===== config.mk =====
export PLATFORM = sky130hd
export DESIGN_NAME = pmi_mode_irq_regs
export DESIGN_NICKNAME = d
export VERILOG_FILES = /design/src/pmi_pkg.sv /design/src/pmi_reg_if.sv /design/src/pmi_mdio_slave.sv /design/src/pmi_mode_irq_regs.sv
export SDC_FILE = /design/constraint.sdc
export NUM_CORES = 1
export LEC_CHECK = 0
export ABC_AREA = 1
export BUFFER_PORTS_ARGS = -buffer_cell sky130_fd_sc_hd__buf_2
export CORE_MARGIN = 2
export CORE_UTILIZATION = 60
export DETAILED_ROUTE_END_ITERATION = 8
export PLACE_DENSITY = 0.79
export SLEW_MARGIN = 5
export SYNTH_ARGS = -nofsm -noshare
export SYNTH_HDL_FRONTEND = slang
export SYNTH_SLANG_ARGS = --single-unit

===== constraint.sdc =====
create_clock -name mclk -period 3.4 [get_ports mclk]
set_input_delay 0.68 -clock mclk [delete_from_list [all_inputs] [get_ports mclk]]
set_output_delay 0.68 -clock mclk [all_outputs]
set_load 0.05 [all_outputs]

===== src/pmi_pkg.sv =====
// constants and types shared by the mode and interrupt-enable register bank
package pmi_pkg;

	// ****************************************
	// register offsets on the management bus
	// ****************************************
	localparam logic [4:0] OFF_MODE_OVERRIDE = 5'h16; // strap override
	localparam logic [4:0] OFF_STRAP_STATUS = 5'h17; // strap status, read only
	localparam logic [4:0] OFF_EXP_CONTROL = 5'h18; // expanded control
	localparam logic [4:0] OFF_IRQ_CTRL_STATUS = 5'h1b; // enables and status

	// ****************************************
	// reset values and write masks
	// ****************************************
	localparam logic [15:0] MODE_OVERRIDE_RESET = 16'h0002; // reduced-mii on
	localparam logic [15:0] MODE_OVERRIDE_WMASK = 16'hfbff; // bit 10 is ro
	localparam logic [15:0] EXP_CONTROL_RESET = 16'h0801; // energy_detect_powerdown off
	localparam logic [7:0] IRQ_ENABLE_RESET = 8'h00; // all sources blocked
	localparam logic [7:0] IRQ_STATUS_RESET = 8'h00; // nothing pending
	localparam logic [1:0] PHY_STRAP_RESET = 2'h0; // until sampled
	localparam logic [2:0] PHY_ADDR_HIGH = 3'h0; // upper address bits

	// ****************************************
	// field positions
	// ****************************************
	localparam int BIT_B2B = 6; // back-to-back repeater override
	localparam int BIT_NAND = 5; // nand-tree override
	localparam int BIT_RMII = 1; // reduced-mii override
	localparam int BIT_ENERGY_DETECT_POWERDOWN_OFF = 11; // energy-detect power-down disable
	localparam int BIT_STRAP_RMII = 1; // reduced-mii strap status
	localparam int BIT_STRAP_PHY_LO = 13; // phy address strap status low bit

	// ****************************************
	// management frame layout
	// ****************************************
	localparam logic [5:0] PREAMBLE_BITS = 6'h20; // ones before start
	localparam logic [4:0] HDR_LAST = 5'h0c; // 13 bits after first start bit
	localparam logic [4:0] DATA_LAST = 5'h0f; // 16 data bits
	localparam logic [1:0] OP_READ = 2'h2;
	localparam logic [1:0] OP_WRITE = 2'h1;

	// frame receiver states
	typedef enum logic [1:0] {
		ST_PREAMBLE,
		ST_HEADER,
		ST_TURNAROUND,
		ST_DATA
	} pmi_mdio_state_t;

endpackage


===== src/pmi_reg_if.sv =====
// register access carrier between the frame receiver and the register bank
`timescale 1ns/1ps
interface pmi_reg_if;
	logic rd_strobe; // one-cycle read, rdata sampled the same cycle
	logic wr_strobe; // one-cycle write of wdata
	logic [4:0] addr; // register offset
	logic [15:0] wdata; // write data
	logic [15:0] rdata; // combinational read data
	logic [4:0] phy_address; // own management address
	modport frame (output rd_strobe, wr_strobe, addr, wdata,
		input rdata, phy_address);
	modport bank (input rd_strobe, wr_strobe, addr, wdata,
		output rdata, phy_address);
endinterface // pmi_reg_if

===== src/pmi_mdio_slave.sv =====
// serial management frame receiver and read-data driver
`timescale 1ns/1ps
module pmi_mdio_slave (
	input wire logic mclk,
	input wire logic reset,
	input wire logic mdc,
	input wire logic mdio_in,
	output logic mdio_out,
	output logic mdio_oe_n,
	pmi_reg_if.frame bus
);

	pmi_pkg::pmi_mdio_state_t state, next_state; // frame position
	logic [4:0] cnt, next_cnt; // bit count within a field
	logic [5:0] pre_cnt, next_pre_cnt; // saturating count of preamble ones
	logic [15:0] shift, next_shift; // header, write data or read data
	logic op_read, next_op_read; // frame is a read
	logic match, next_match; // frame addresses this device
	logic [4:0] addr, next_addr; // latched register offset
	logic mdc_q, next_mdc_q; // previous clock level for edge detect
	logic next_mdio_out, next_mdio_oe_n;
	logic rise; // management clock rising edge
	logic [12:0] full; // header as complete on its last bit

	assign rise = mdc & ~mdc_q;
	assign full = {shift[11:0], mdio_in};
	assign bus.addr = addr;
	assign bus.wdata = shift;
	// read strobe is combinational so the shifter loads in the same cycle
	assign bus.rd_strobe = rise & (state == pmi_pkg::ST_TURNAROUND) &
		(cnt == 5'h00) & op_read & match;

	// ****************************************
	// frame sequencing
	// ****************************************
	// all decisions happen on a sampled rising edge of the management clock
	always_comb begin
		next_state = state;
		next_cnt = cnt;
		next_pre_cnt = pre_cnt;
		next_shift = shift;
		next_op_read = op_read;
		next_match = match;
		next_addr = addr;
		next_mdc_q = mdc;
		next_mdio_out = mdio_out;
		next_mdio_oe_n = mdio_oe_n;
		if (rise) begin
			case (state)
				pmi_pkg::ST_PREAMBLE: begin
					if (mdio_in) begin
						// count ones, saturating at the full preamble
						if (pre_cnt != pmi_pkg::PREAMBLE_BITS)
							next_pre_cnt = pre_cnt + 6'h01;
					end else begin
						// a zero is a start bit only after a full preamble
						if (pre_cnt == pmi_pkg::PREAMBLE_BITS) begin
							next_state = pmi_pkg::ST_HEADER;
							next_cnt = 5'h00;
						end
						next_pre_cnt = 6'h00;
					end
				end
				pmi_pkg::ST_HEADER: begin
					next_shift = {shift[14:0], mdio_in};
					next_cnt = cnt + 5'h01;
					if (cnt == pmi_pkg::HDR_LAST) begin
						next_cnt = 5'h00;
						// bad start or opcode drops the frame
						if (full[12] && (full[11:10] == pmi_pkg::OP_READ ||
							full[11:10] == pmi_pkg::OP_WRITE)) begin
							next_state = pmi_pkg::ST_TURNAROUND;
							next_op_read = (full[11:10] == pmi_pkg::OP_READ);
							next_match = (full[9:5] == bus.phy_address);
							next_addr = full[4:0];
						end else begin
							next_state = pmi_pkg::ST_PREAMBLE;
						end
					end
				end
				pmi_pkg::ST_TURNAROUND: begin
					if (cnt == 5'h00) begin
						next_cnt = 5'h01;
						if (op_read && match) begin
							// take the pin and drive the turnaround zero
							next_shift = bus.rdata;
							next_mdio_oe_n = 1'b0;
							next_mdio_out = 1'b0;
						end
					end else begin
						next_state = pmi_pkg::ST_DATA;
						next_cnt = 5'h00;
						if (op_read && match) begin
							next_mdio_out = shift[15];
							next_shift = {shift[14:0], 1'b0};
						end
					end
				end
				pmi_pkg::ST_DATA: begin
					next_cnt = cnt + 5'h01;
					if (op_read) begin
						next_mdio_out = shift[15];
						next_shift = {shift[14:0], 1'b0};
					end else begin
						next_shift = {shift[14:0], mdio_in};
					end
					if (cnt == pmi_pkg::DATA_LAST) begin
						// master has sampled the last bit: release the pin
						next_state = pmi_pkg::ST_PREAMBLE;
						next_cnt = 5'h00;
						next_mdio_oe_n = 1'b1;
						next_mdio_out = 1'b0;
					end
				end
				default: begin
					next_state = pmi_pkg::ST_PREAMBLE;
				end
			endcase
		end
	end

	// write strobe one cycle after the last data bit, with wdata settled
	logic wr, next_wr;
	always_comb begin
		next_wr = rise & (state == pmi_pkg::ST_DATA) &
			(cnt == pmi_pkg::DATA_LAST) & ~op_read & match;
	end

	// state registers
	always_ff @(posedge mclk or posedge reset) begin
		if (reset) begin
			state <= pmi_pkg::ST_PREAMBLE;
			cnt <= 5'h00;
			pre_cnt <= 6'h00;
			shift <= 16'h0000;
			op_read <= 1'b0;
			match <= 1'b0;
			addr <= 5'h00;
			// idle level of the clock, so release gives no false edge
			mdc_q <= 1'b1;
			mdio_out <= 1'b0;
			mdio_oe_n <= 1'b1;
			wr <= 1'b0;
		end else begin
			state <= next_state;
			cnt <= next_cnt;
			pre_cnt <= next_pre_cnt;
			shift <= next_shift;
			op_read <= next_op_read;
			match <= next_match;
			addr <= next_addr;
			mdc_q <= next_mdc_q;
			mdio_out <= next_mdio_out;
			mdio_oe_n <= next_mdio_oe_n;
			wr <= next_wr;
		end
	end

	always_comb begin
		bus.wr_strobe = wr;
	end

endmodule // pmi_mdio_slave


===== src/pmi_mode_irq_regs.sv =====
// mode override, strap status, expanded control and interrupt register bank
//
// Contract
// - back-to-back repeater needs reduced-mii override too
// - nand-tree override forces pin test mode
// - reduced-mii override resets to one
// - phy address strap field reflects straps
// - strap status register ignores all writes
// - energy-detect power-down disabled by default
// - jabber enable gates jabber onto interrupt
// - receive-error enable gates its interrupt
// - page-received enable gates its interrupt
// - parallel-detect-fault enable gates its interrupt
// - partner-acknowledge enable gates its interrupt
// - link-down enable gates its interrupt
// - status bits set on event, clear on read
`timescale 1ns/1ps
module pmi_mode_irq_regs (
	input wire logic mclk,
	input wire logic reset,
	input wire logic mdc,
	input wire logic mdio_in,
	output logic mdio_out,
	output logic mdio_oe_n,
	input wire logic [1:0] phy_address_strap,
	input wire logic rmii_strap,
	input wire logic [7:0] irq_event,
	output logic irq,
	output logic rmii_mode,
	output logic back_to_back_repeater,
	output logic nand_tree_mode,
	output logic energy_detect_powerdown
);

	// ****************************************
	// storage
	// ****************************************
	pmi_reg_if bus (); // carrier to the frame receiver
	logic [15:0] mode_override, next_mode_override; // offset 16h
	logic [15:0] exp_control, next_exp_control; // offset 18h
	logic [7:0] irq_enable, next_irq_enable; // offset 1bh high byte
	logic [7:0] irq_status, next_irq_status; // offset 1bh low byte
	logic next_irq;
	logic [1:0] phy_strap, next_phy_strap; // sampled address strap
	logic rmii_strap_q, next_rmii_strap_q; // sampled reduced-mii strap
	logic strap_done, next_strap_done; // straps taken once after reset
	logic [15:0] strap_status; // read view of offset 17h

	// ****************************************
	// frame receiver
	// ****************************************
	pmi_mdio_slave u_mdio (
		.mclk(mclk),
		.reset(reset),
		.mdc(mdc),
		.mdio_in(mdio_in),
		.mdio_out(mdio_out),
		.mdio_oe_n(mdio_oe_n),
		.bus(bus.frame)
	);

	assign bus.phy_address = {pmi_pkg::PHY_ADDR_HIGH, phy_strap};

	// ****************************************
	// strap capture
	// ****************************************
	// straps are caught by the clock after release, never by the reset itself
	always_comb begin
		next_strap_done = 1'b1;
		next_phy_strap = phy_strap;
		next_rmii_strap_q = rmii_strap_q;
		if (!strap_done) begin
			next_phy_strap = phy_address_strap;
			next_rmii_strap_q = rmii_strap;
		end
	end

	always_comb begin
		strap_status = 16'h0000;
		strap_status[pmi_pkg::BIT_STRAP_PHY_LO +: 2] = phy_strap;
		strap_status[pmi_pkg::BIT_STRAP_RMII] = rmii_strap_q;
	end

	// ****************************************
	// register writes and status tracking
	// ****************************************
	// writes to the strap status offset fall through the case untouched
	always_comb begin
		next_mode_override = mode_override;
		next_exp_control = exp_control;
		next_irq_enable = irq_enable;
		next_irq_status = irq_status;
		if (bus.wr_strobe) begin
			case (bus.addr)
				// override bits, bit 10 stays zero
				pmi_pkg::OFF_MODE_OVERRIDE: begin
					next_mode_override = bus.wdata &
						pmi_pkg::MODE_OVERRIDE_WMASK;
				end
				// energy_detect_powerdown control with writable reserved bits
				pmi_pkg::OFF_EXP_CONTROL: begin
					next_exp_control = bus.wdata;
				end
				// enables only, status half is read only
				pmi_pkg::OFF_IRQ_CTRL_STATUS: begin
					next_irq_enable = bus.wdata[15:8];
				end
				default: begin
					next_irq_enable = irq_enable;
				end
			endcase
		end
		// clear on read, a same-cycle event still wins
		if (bus.rd_strobe && bus.addr == pmi_pkg::OFF_IRQ_CTRL_STATUS)
			next_irq_status = 8'h00;
		next_irq_status = next_irq_status | irq_event;
	end

	always_comb begin
		next_irq = |(irq_status & irq_enable);
	end

	// read data mux, unmapped offsets read zero
	always_comb begin
		case (bus.addr)
			pmi_pkg::OFF_MODE_OVERRIDE: bus.rdata = mode_override;
			pmi_pkg::OFF_STRAP_STATUS: bus.rdata = strap_status;
			pmi_pkg::OFF_EXP_CONTROL: bus.rdata = exp_control;
			pmi_pkg::OFF_IRQ_CTRL_STATUS: bus.rdata = {irq_enable, irq_status};
			default: bus.rdata = 16'h0000;
		endcase
	end

	// documented reset values, reserved bits included
	always_ff @(posedge mclk or posedge reset) begin
		if (reset) begin
			mode_override <= pmi_pkg::MODE_OVERRIDE_RESET;
			exp_control <= pmi_pkg::EXP_CONTROL_RESET;
			irq_enable <= pmi_pkg::IRQ_ENABLE_RESET;
			irq_status <= pmi_pkg::IRQ_STATUS_RESET;
			irq <= 1'b0;
			phy_strap <= pmi_pkg::PHY_STRAP_RESET;
			rmii_strap_q <= 1'b0;
			strap_done <= 1'b0;
		end else begin
			mode_override <= next_mode_override;
			exp_control <= next_exp_control;
			irq_enable <= next_irq_enable;
			irq_status <= next_irq_status;
			irq <= next_irq;
			phy_strap <= next_phy_strap;
			rmii_strap_q <= next_rmii_strap_q;
			strap_done <= next_strap_done;
		end
	end

	// ****************************************
	// mode outputs
	// ****************************************
	assign rmii_mode = mode_override[pmi_pkg::BIT_RMII];
	// repeater mode only valid with reduced-mii selected
	assign back_to_back_repeater = mode_override[pmi_pkg::BIT_B2B] &
		mode_override[pmi_pkg::BIT_RMII];
	// pin test mode regardless of straps
	assign nand_tree_mode = mode_override[pmi_pkg::BIT_NAND];
	// power-saving mode runs when disable bit is clear
	assign energy_detect_powerdown = ~exp_control[pmi_pkg::BIT_ENERGY_DETECT_POWERDOWN_OFF];
endmodule // pmi_mode_irq_regs


# Word level (Yosys, flattened, before mapping)
# Index checks and enable logic that the tools add are counted.
[totals]
output_inout_bits = 7
wordCells = 109
ff_bits = 92
inputBits = 15
[op_classes]
add_sub_neg = 2
mux = 31
reduce_logical = 19
eq_ne = 23
n_bitwise = 15
[op_table]
columns = ["cell", "count"]
rows = [
  ["$pmux 16 s4", 1],
  ["$mux 16", 3],
  ["$pmux 16 s3", 1],
  ["$eq 5x5->1 const B", 4],
  ["$mux 5", 4],
  ["$pmux 5 s4", 1],
  ["$mux 2", 6],
  ["$mux 6", 2],
  ["$and 1x1->1", 10],
  ["$eq 5x4->1 const B", 2],
  ["$mux 1", 9],
  ["$reduce_and 3->1", 3],
  ["$and 8x8->8", 1],
  ["$mux 8", 1],
  ["$ne 2x1->1 const B", 4],
  ["$ne 2x2->1 const B", 4],
  ["$or 8x8->8", 1],
  ["$pmux 2 s4", 1],
  ["$reduce_and 4->1", 2],
  ["$reduce_or 8->1", 1],
  ["$add 6x1->6 const B", 1],
  ["$eq 2x2->1 const B", 3],
  ["$eq 6x6->1 const B", 1],
  ["$ne 6x6->1 const B", 1],
  ["15 further kinds", 23],
]

# Depth between registers and ports, before layout
[logic_depth]
word_depth = 9
depth_mapped = 11
depth_no_buf = 11

# Cells and area by module
# From an unflattened synthesis, not the netlist that was laid out.
[unflattened]
cells_unflattened = 608
area_unflattened_um2 = 4923.5
[by_module_without_submodules]
columns = ["module", "seq_area_each_um2", "area_per_inst_um2", "n_inst", "cells_each"]
rows = [
  ["pmi_mode_irq_regs", 1305.0, 2643.8, 1, 329],
  ["pmi_mdio_slave", 1003.5, 2279.7, 1, 279],
]

# Worst setup path after synthesis
# No wires, ideal clock.
[synth_path]
path_type = "register to output"
start = "reg mode_override[1]"
end = "out back_to_back_repeater"
stages_incl_launch_ff = 3
required_ps = 2720
arrival_time_ps = 1085
n_path_buf = 0
slack_ps = 1635
path_cell_list = "dfstp_2 nand2_1 inv_1"
[synth_via]
elab_chain_cells = 1
[synth_lines]
columns = ["item", "line", "source"]
rows = [
  ["start: declaration", "pmi_mode_irq_regs.sv:39", "logic [15:0] mode_override, next_mode_override;"],
  ["start signal: assignment", "pmi_mode_irq_regs.sv:137", "mode_override <= pmi_pkg::MODE_OVERRIDE_RESET;"],
  ["start signal: assignment", "pmi_mode_irq_regs.sv:146", "mode_override <= next_mode_override;"],
  ["$and 1x1->1", "pmi_mode_irq_regs.sv:162", "assign back_to_back_repeater = mode_override[pmi_pkg::BIT_B2B] &"],
  ["end: declaration", "pmi_mode_irq_regs.sv:30", "output logic back_to_back_repeater,"],
]
# No other way between the ends.

# Worst setup path after layout
[layout_path]
start = "reg u_mdio.addr[3] (netlist: u_mdio.bus.addr[3])"
end = "reg mode_override[2]"
[layout_via]
elab_chain_cells = 2
[layout_lines]
columns = ["item", "line", "source"]
rows = [
  ["start: declaration", "pmi_mdio_slave.sv:19", "logic [4:0] addr, next_addr;"],
  ["start signal: assignment", "pmi_mdio_slave.sv:151", "addr <= next_addr;"],
  ["$eq 5x5->1", "pmi_mode_irq_regs.sv:94", "case (bus.addr)"],
  ["$reduce_and 2->1 (no source line)", "n/a", ""],
]
# No other way between the ends.
# A chain may end at the register's enable or synchronous reset.

==> flow_metrics.tcl <==
set metrics [dict create \
    status "complete, no violations" \
    die_y_um 90.7 \
    postCtsSetupBuffers 0 \
    cp-end-kind "flop" \
    p_leak_nw 2.36 \
    p_per_area_nw_per_um2 594 \
    grt_start_max_net_pins 93 \
    routed_wl_um 10200 \
    synth_ff_type "dfrtp_1" \
    start_kind "flop" \
    gp_congestion 0.886 \
    fmax_mhz 456 \
    cap_violations 0 \
    dp.cells 645 \
    synth.avg_cell_area_um2 8.35 \
    fin_skew_ns 0.0112 \
    drtIter0Drc 318 \
    synth.largest_area_cell "dfrtp_1" \
    cts-resized-gates 0 \
    first_pass_iters 5 \
    synthTopCellsByArea "dfrtp_1 48%, nand2_1 12%, inv_1 5.7%" \
    antenna_found_initial 0 \
    hold_buffers 0 \
    cp.arrival_ns 2.40 \
    num_rows 31 \
    dieArea_um2 8220 \
    layout_min_cycle_time_ns 2.19 \
    synth_edf_count 0 \
    path_class "flop to flop" \
    clk_pin_slew_worst_paths_ns 0.09 \
    grt_pass1_wl_um 17400 \
    final_layout_size_suffix_gt1_share_pct 12.6 \
    hold_viol 0 \
    num_io_pins 22 \
    max-vdd-ir-drop_uv 472 \
    cts_root_buf "clkbuf_8" \
    drv_slew 0 \
    cts_made_buffers 9 \
    drtAntennaViolNets 0 \
    drc 0 \
    synth.distinct_cells 38 \
    async_flop_share_pct 100 \
    tns_ns 0 \
    antenna_cells 0 \
    initial_utilization_pct 62.2 \
    vias_per_cell 5.58 \
    finalSetupViolCount 0 \
    fin_area_um2 4860 \
    cts_tree "built" \
    cts_buffer_depth 2 \
    drt-wirelength-per-cell_um 15.4 \
    n_fill_cell 618 \
    synth_area_um2 4510 \
    worstMarginPinSlew_ns 1.05 \
    htreeDepth 3 \
    yosysMostFrequentCell "nand2_1" \
    cts.sinks 92 \
    relSlewSlack_pct 29.7 \
    syn_inst 540 \
    clock_latency_ns 0.37 \
    worstPathRequired_ns 3.61 \
    hold_path_class "input port to asynchronous set/reset pin" \
    placed_area_um2 4660 \
    instances_no_fill 661 \
    dp_hpwl_um 7080 \
    fin_crit_sh_pct 64.5 \
    ys_seq_elements 92 \
    die_w_um 90.7 \
    gr-usage-all-layers_pct 26.7 \
    grt_pass1_vias 3627 \
    finalNetCount 579 \
    portBuffers 21 \
    placeableCoreArea_um2 7250 \
    yosys_warnings 0 \
    synth_top_area_share_pct 48.3 \
    synth_fp_nets 562 \
    seq_area_frac_synth_pct 51.2 \
    rsz0062_at_grt "no" \
    grt_overflow 0 \
    area_growth_pct 7.74 \
    via_count 3689 \
    cp_max_fo 30 \
    synth_common_cells "141 x nand2_1, 87 x dfrtp_1, 69 x inv_1, 49 x o21ai_0, 29 x o21ai_1" \
]
## layer usage
layer / vias to the layer above / track usage [%] / routed length, um
met5: - / 0 / 0
met3: 21 / 4.92 / 578
li1: 1777 / - / -
met2: 112 / 43.7 / 5010
met4: 0 / 8.72 / 233
met1: 1779 / 36.1 / 4380
## power breakdown
group          total (mW)  internal [mW]  leakage (nW)  switching (mW)
sequential           1.37           1.25          1.17           0.125
combinational       0.776          0.227          1.09           0.549
clock               0.739          0.342        0.0960           0.396
## cell type report
class / instances / area [um^2] / share of cell area (%)
clock inverter: 7 / 72.6 / 1.49
sequential: 92 / 2310 / 47.5
tap: 99 / 124 / 2.55
multi-input combinational: 358 / 1820 / 37.5
inverter: 73 / 275 / 5.67
timing repair buffer: 23 / 133 / 2.73
clock buffer: 9 / 124 / 2.55
## cells by family (layout without fill, tap and decap cells)
| group | Yosys count | count (layout) | synth area share [%] |
|---|---|---|---|
| other cells | 1 | 1 | 0.0832 |
| xor+xnor | 4 | 4 | 0.777 |
| simple gates | 219 | 219 | 21.8 |
| flops | 92 | 92 | 51.2 |
| mux | 1 | 1 | 0.250 |
| fa+ha+maj | 7 | 7 | 1.94 |
| compound gates | 126 | 126 | 15.5 |
| buf+inv | 90 | 112 | 8.41 |
## critical path, cell delays in order, from the launching register on
cell,delay (ns)
dfrtp_1,0.41
inv_1,0.18
nand3_2,0.14
nor2_4,0.10
buf_4,0.22
nand2_1,0.64
nand2_1,0.23
o21ai_1,0.10
## cells in the final DEF, fill, tap and decap left out, types with 12 or more instances in the layout
cell,synthesis,final
dfrtp_1,87,87
nand4_1,12,12
a21oi_1,27,27
o21ai_0,49,49
nand2_1,141,141
nor2_1,23,23
inv_1,69,68
buf_2,9,21
o21ai_1,29,29
nand3_1,17,17
## per-stage QoR
stage               hold WS (ns)  utilization, %  setup slack, ns  total power, mW
finish                     0.382            67.0             1.21             2.89
global route               0.401            67.0             1.02             3.06
CTS                        0.407            67.0             1.20             2.89
detailed placement         0.474            64.3            0.991             2.15
global placement           0.468            64.3             1.11             2.12
floorplan                  0.453               -            0.336             1.94
## state kept, by name (all words and copies together) (netlist names), named ones only
| name | count |
|---|---|
| irq_status | 8 |
| u_mdio.pre_cnt | 6 |
| phy_strap | 2 |
| u_mdio.bus.addr | 5 |
| u_mdio.cnt | 5 |
| u_mdio.bus.wdata | 16 |
| irq | 1 |
| u_mdio.op_read | 1 |
| irq_enable | 8 |
| exp_control | 16 |
| u_mdio.mdio_out | 1 |
| u_mdio.state | 1 |
| rmii_strap_q | 1 |
| u_mdio.mdio_oe_n | 1 |
| u_mdio.mdc_q | 1 |
| strap_done | 1 |
| mode_override | 15 |
| u_mdio.bus.wr_strobe | 1 |
| u_mdio.match | 1 |
## worst paths after layout
path	slack (ns)	endpoint	start	cells past startpoint
min in group mclk	0.42	u_mdio.mdc_q	mdc	1
worst min register to register	0.49	u_mdio.mdio_oe_n	u_mdio.mdio_oe_n	2
worst max register to register	1.21	mode_override[2]	u_mdio.bus.addr[3]	7
max in group asynchronous	2.60	exp_control[11]	reset	3
worst max-delay path	1.21	mode_override[2]	u_mdio.bus.addr[3]	7
worst min-delay path	0.38	mode_override[5]	reset	3
Power figures use the tool's default switching activity.
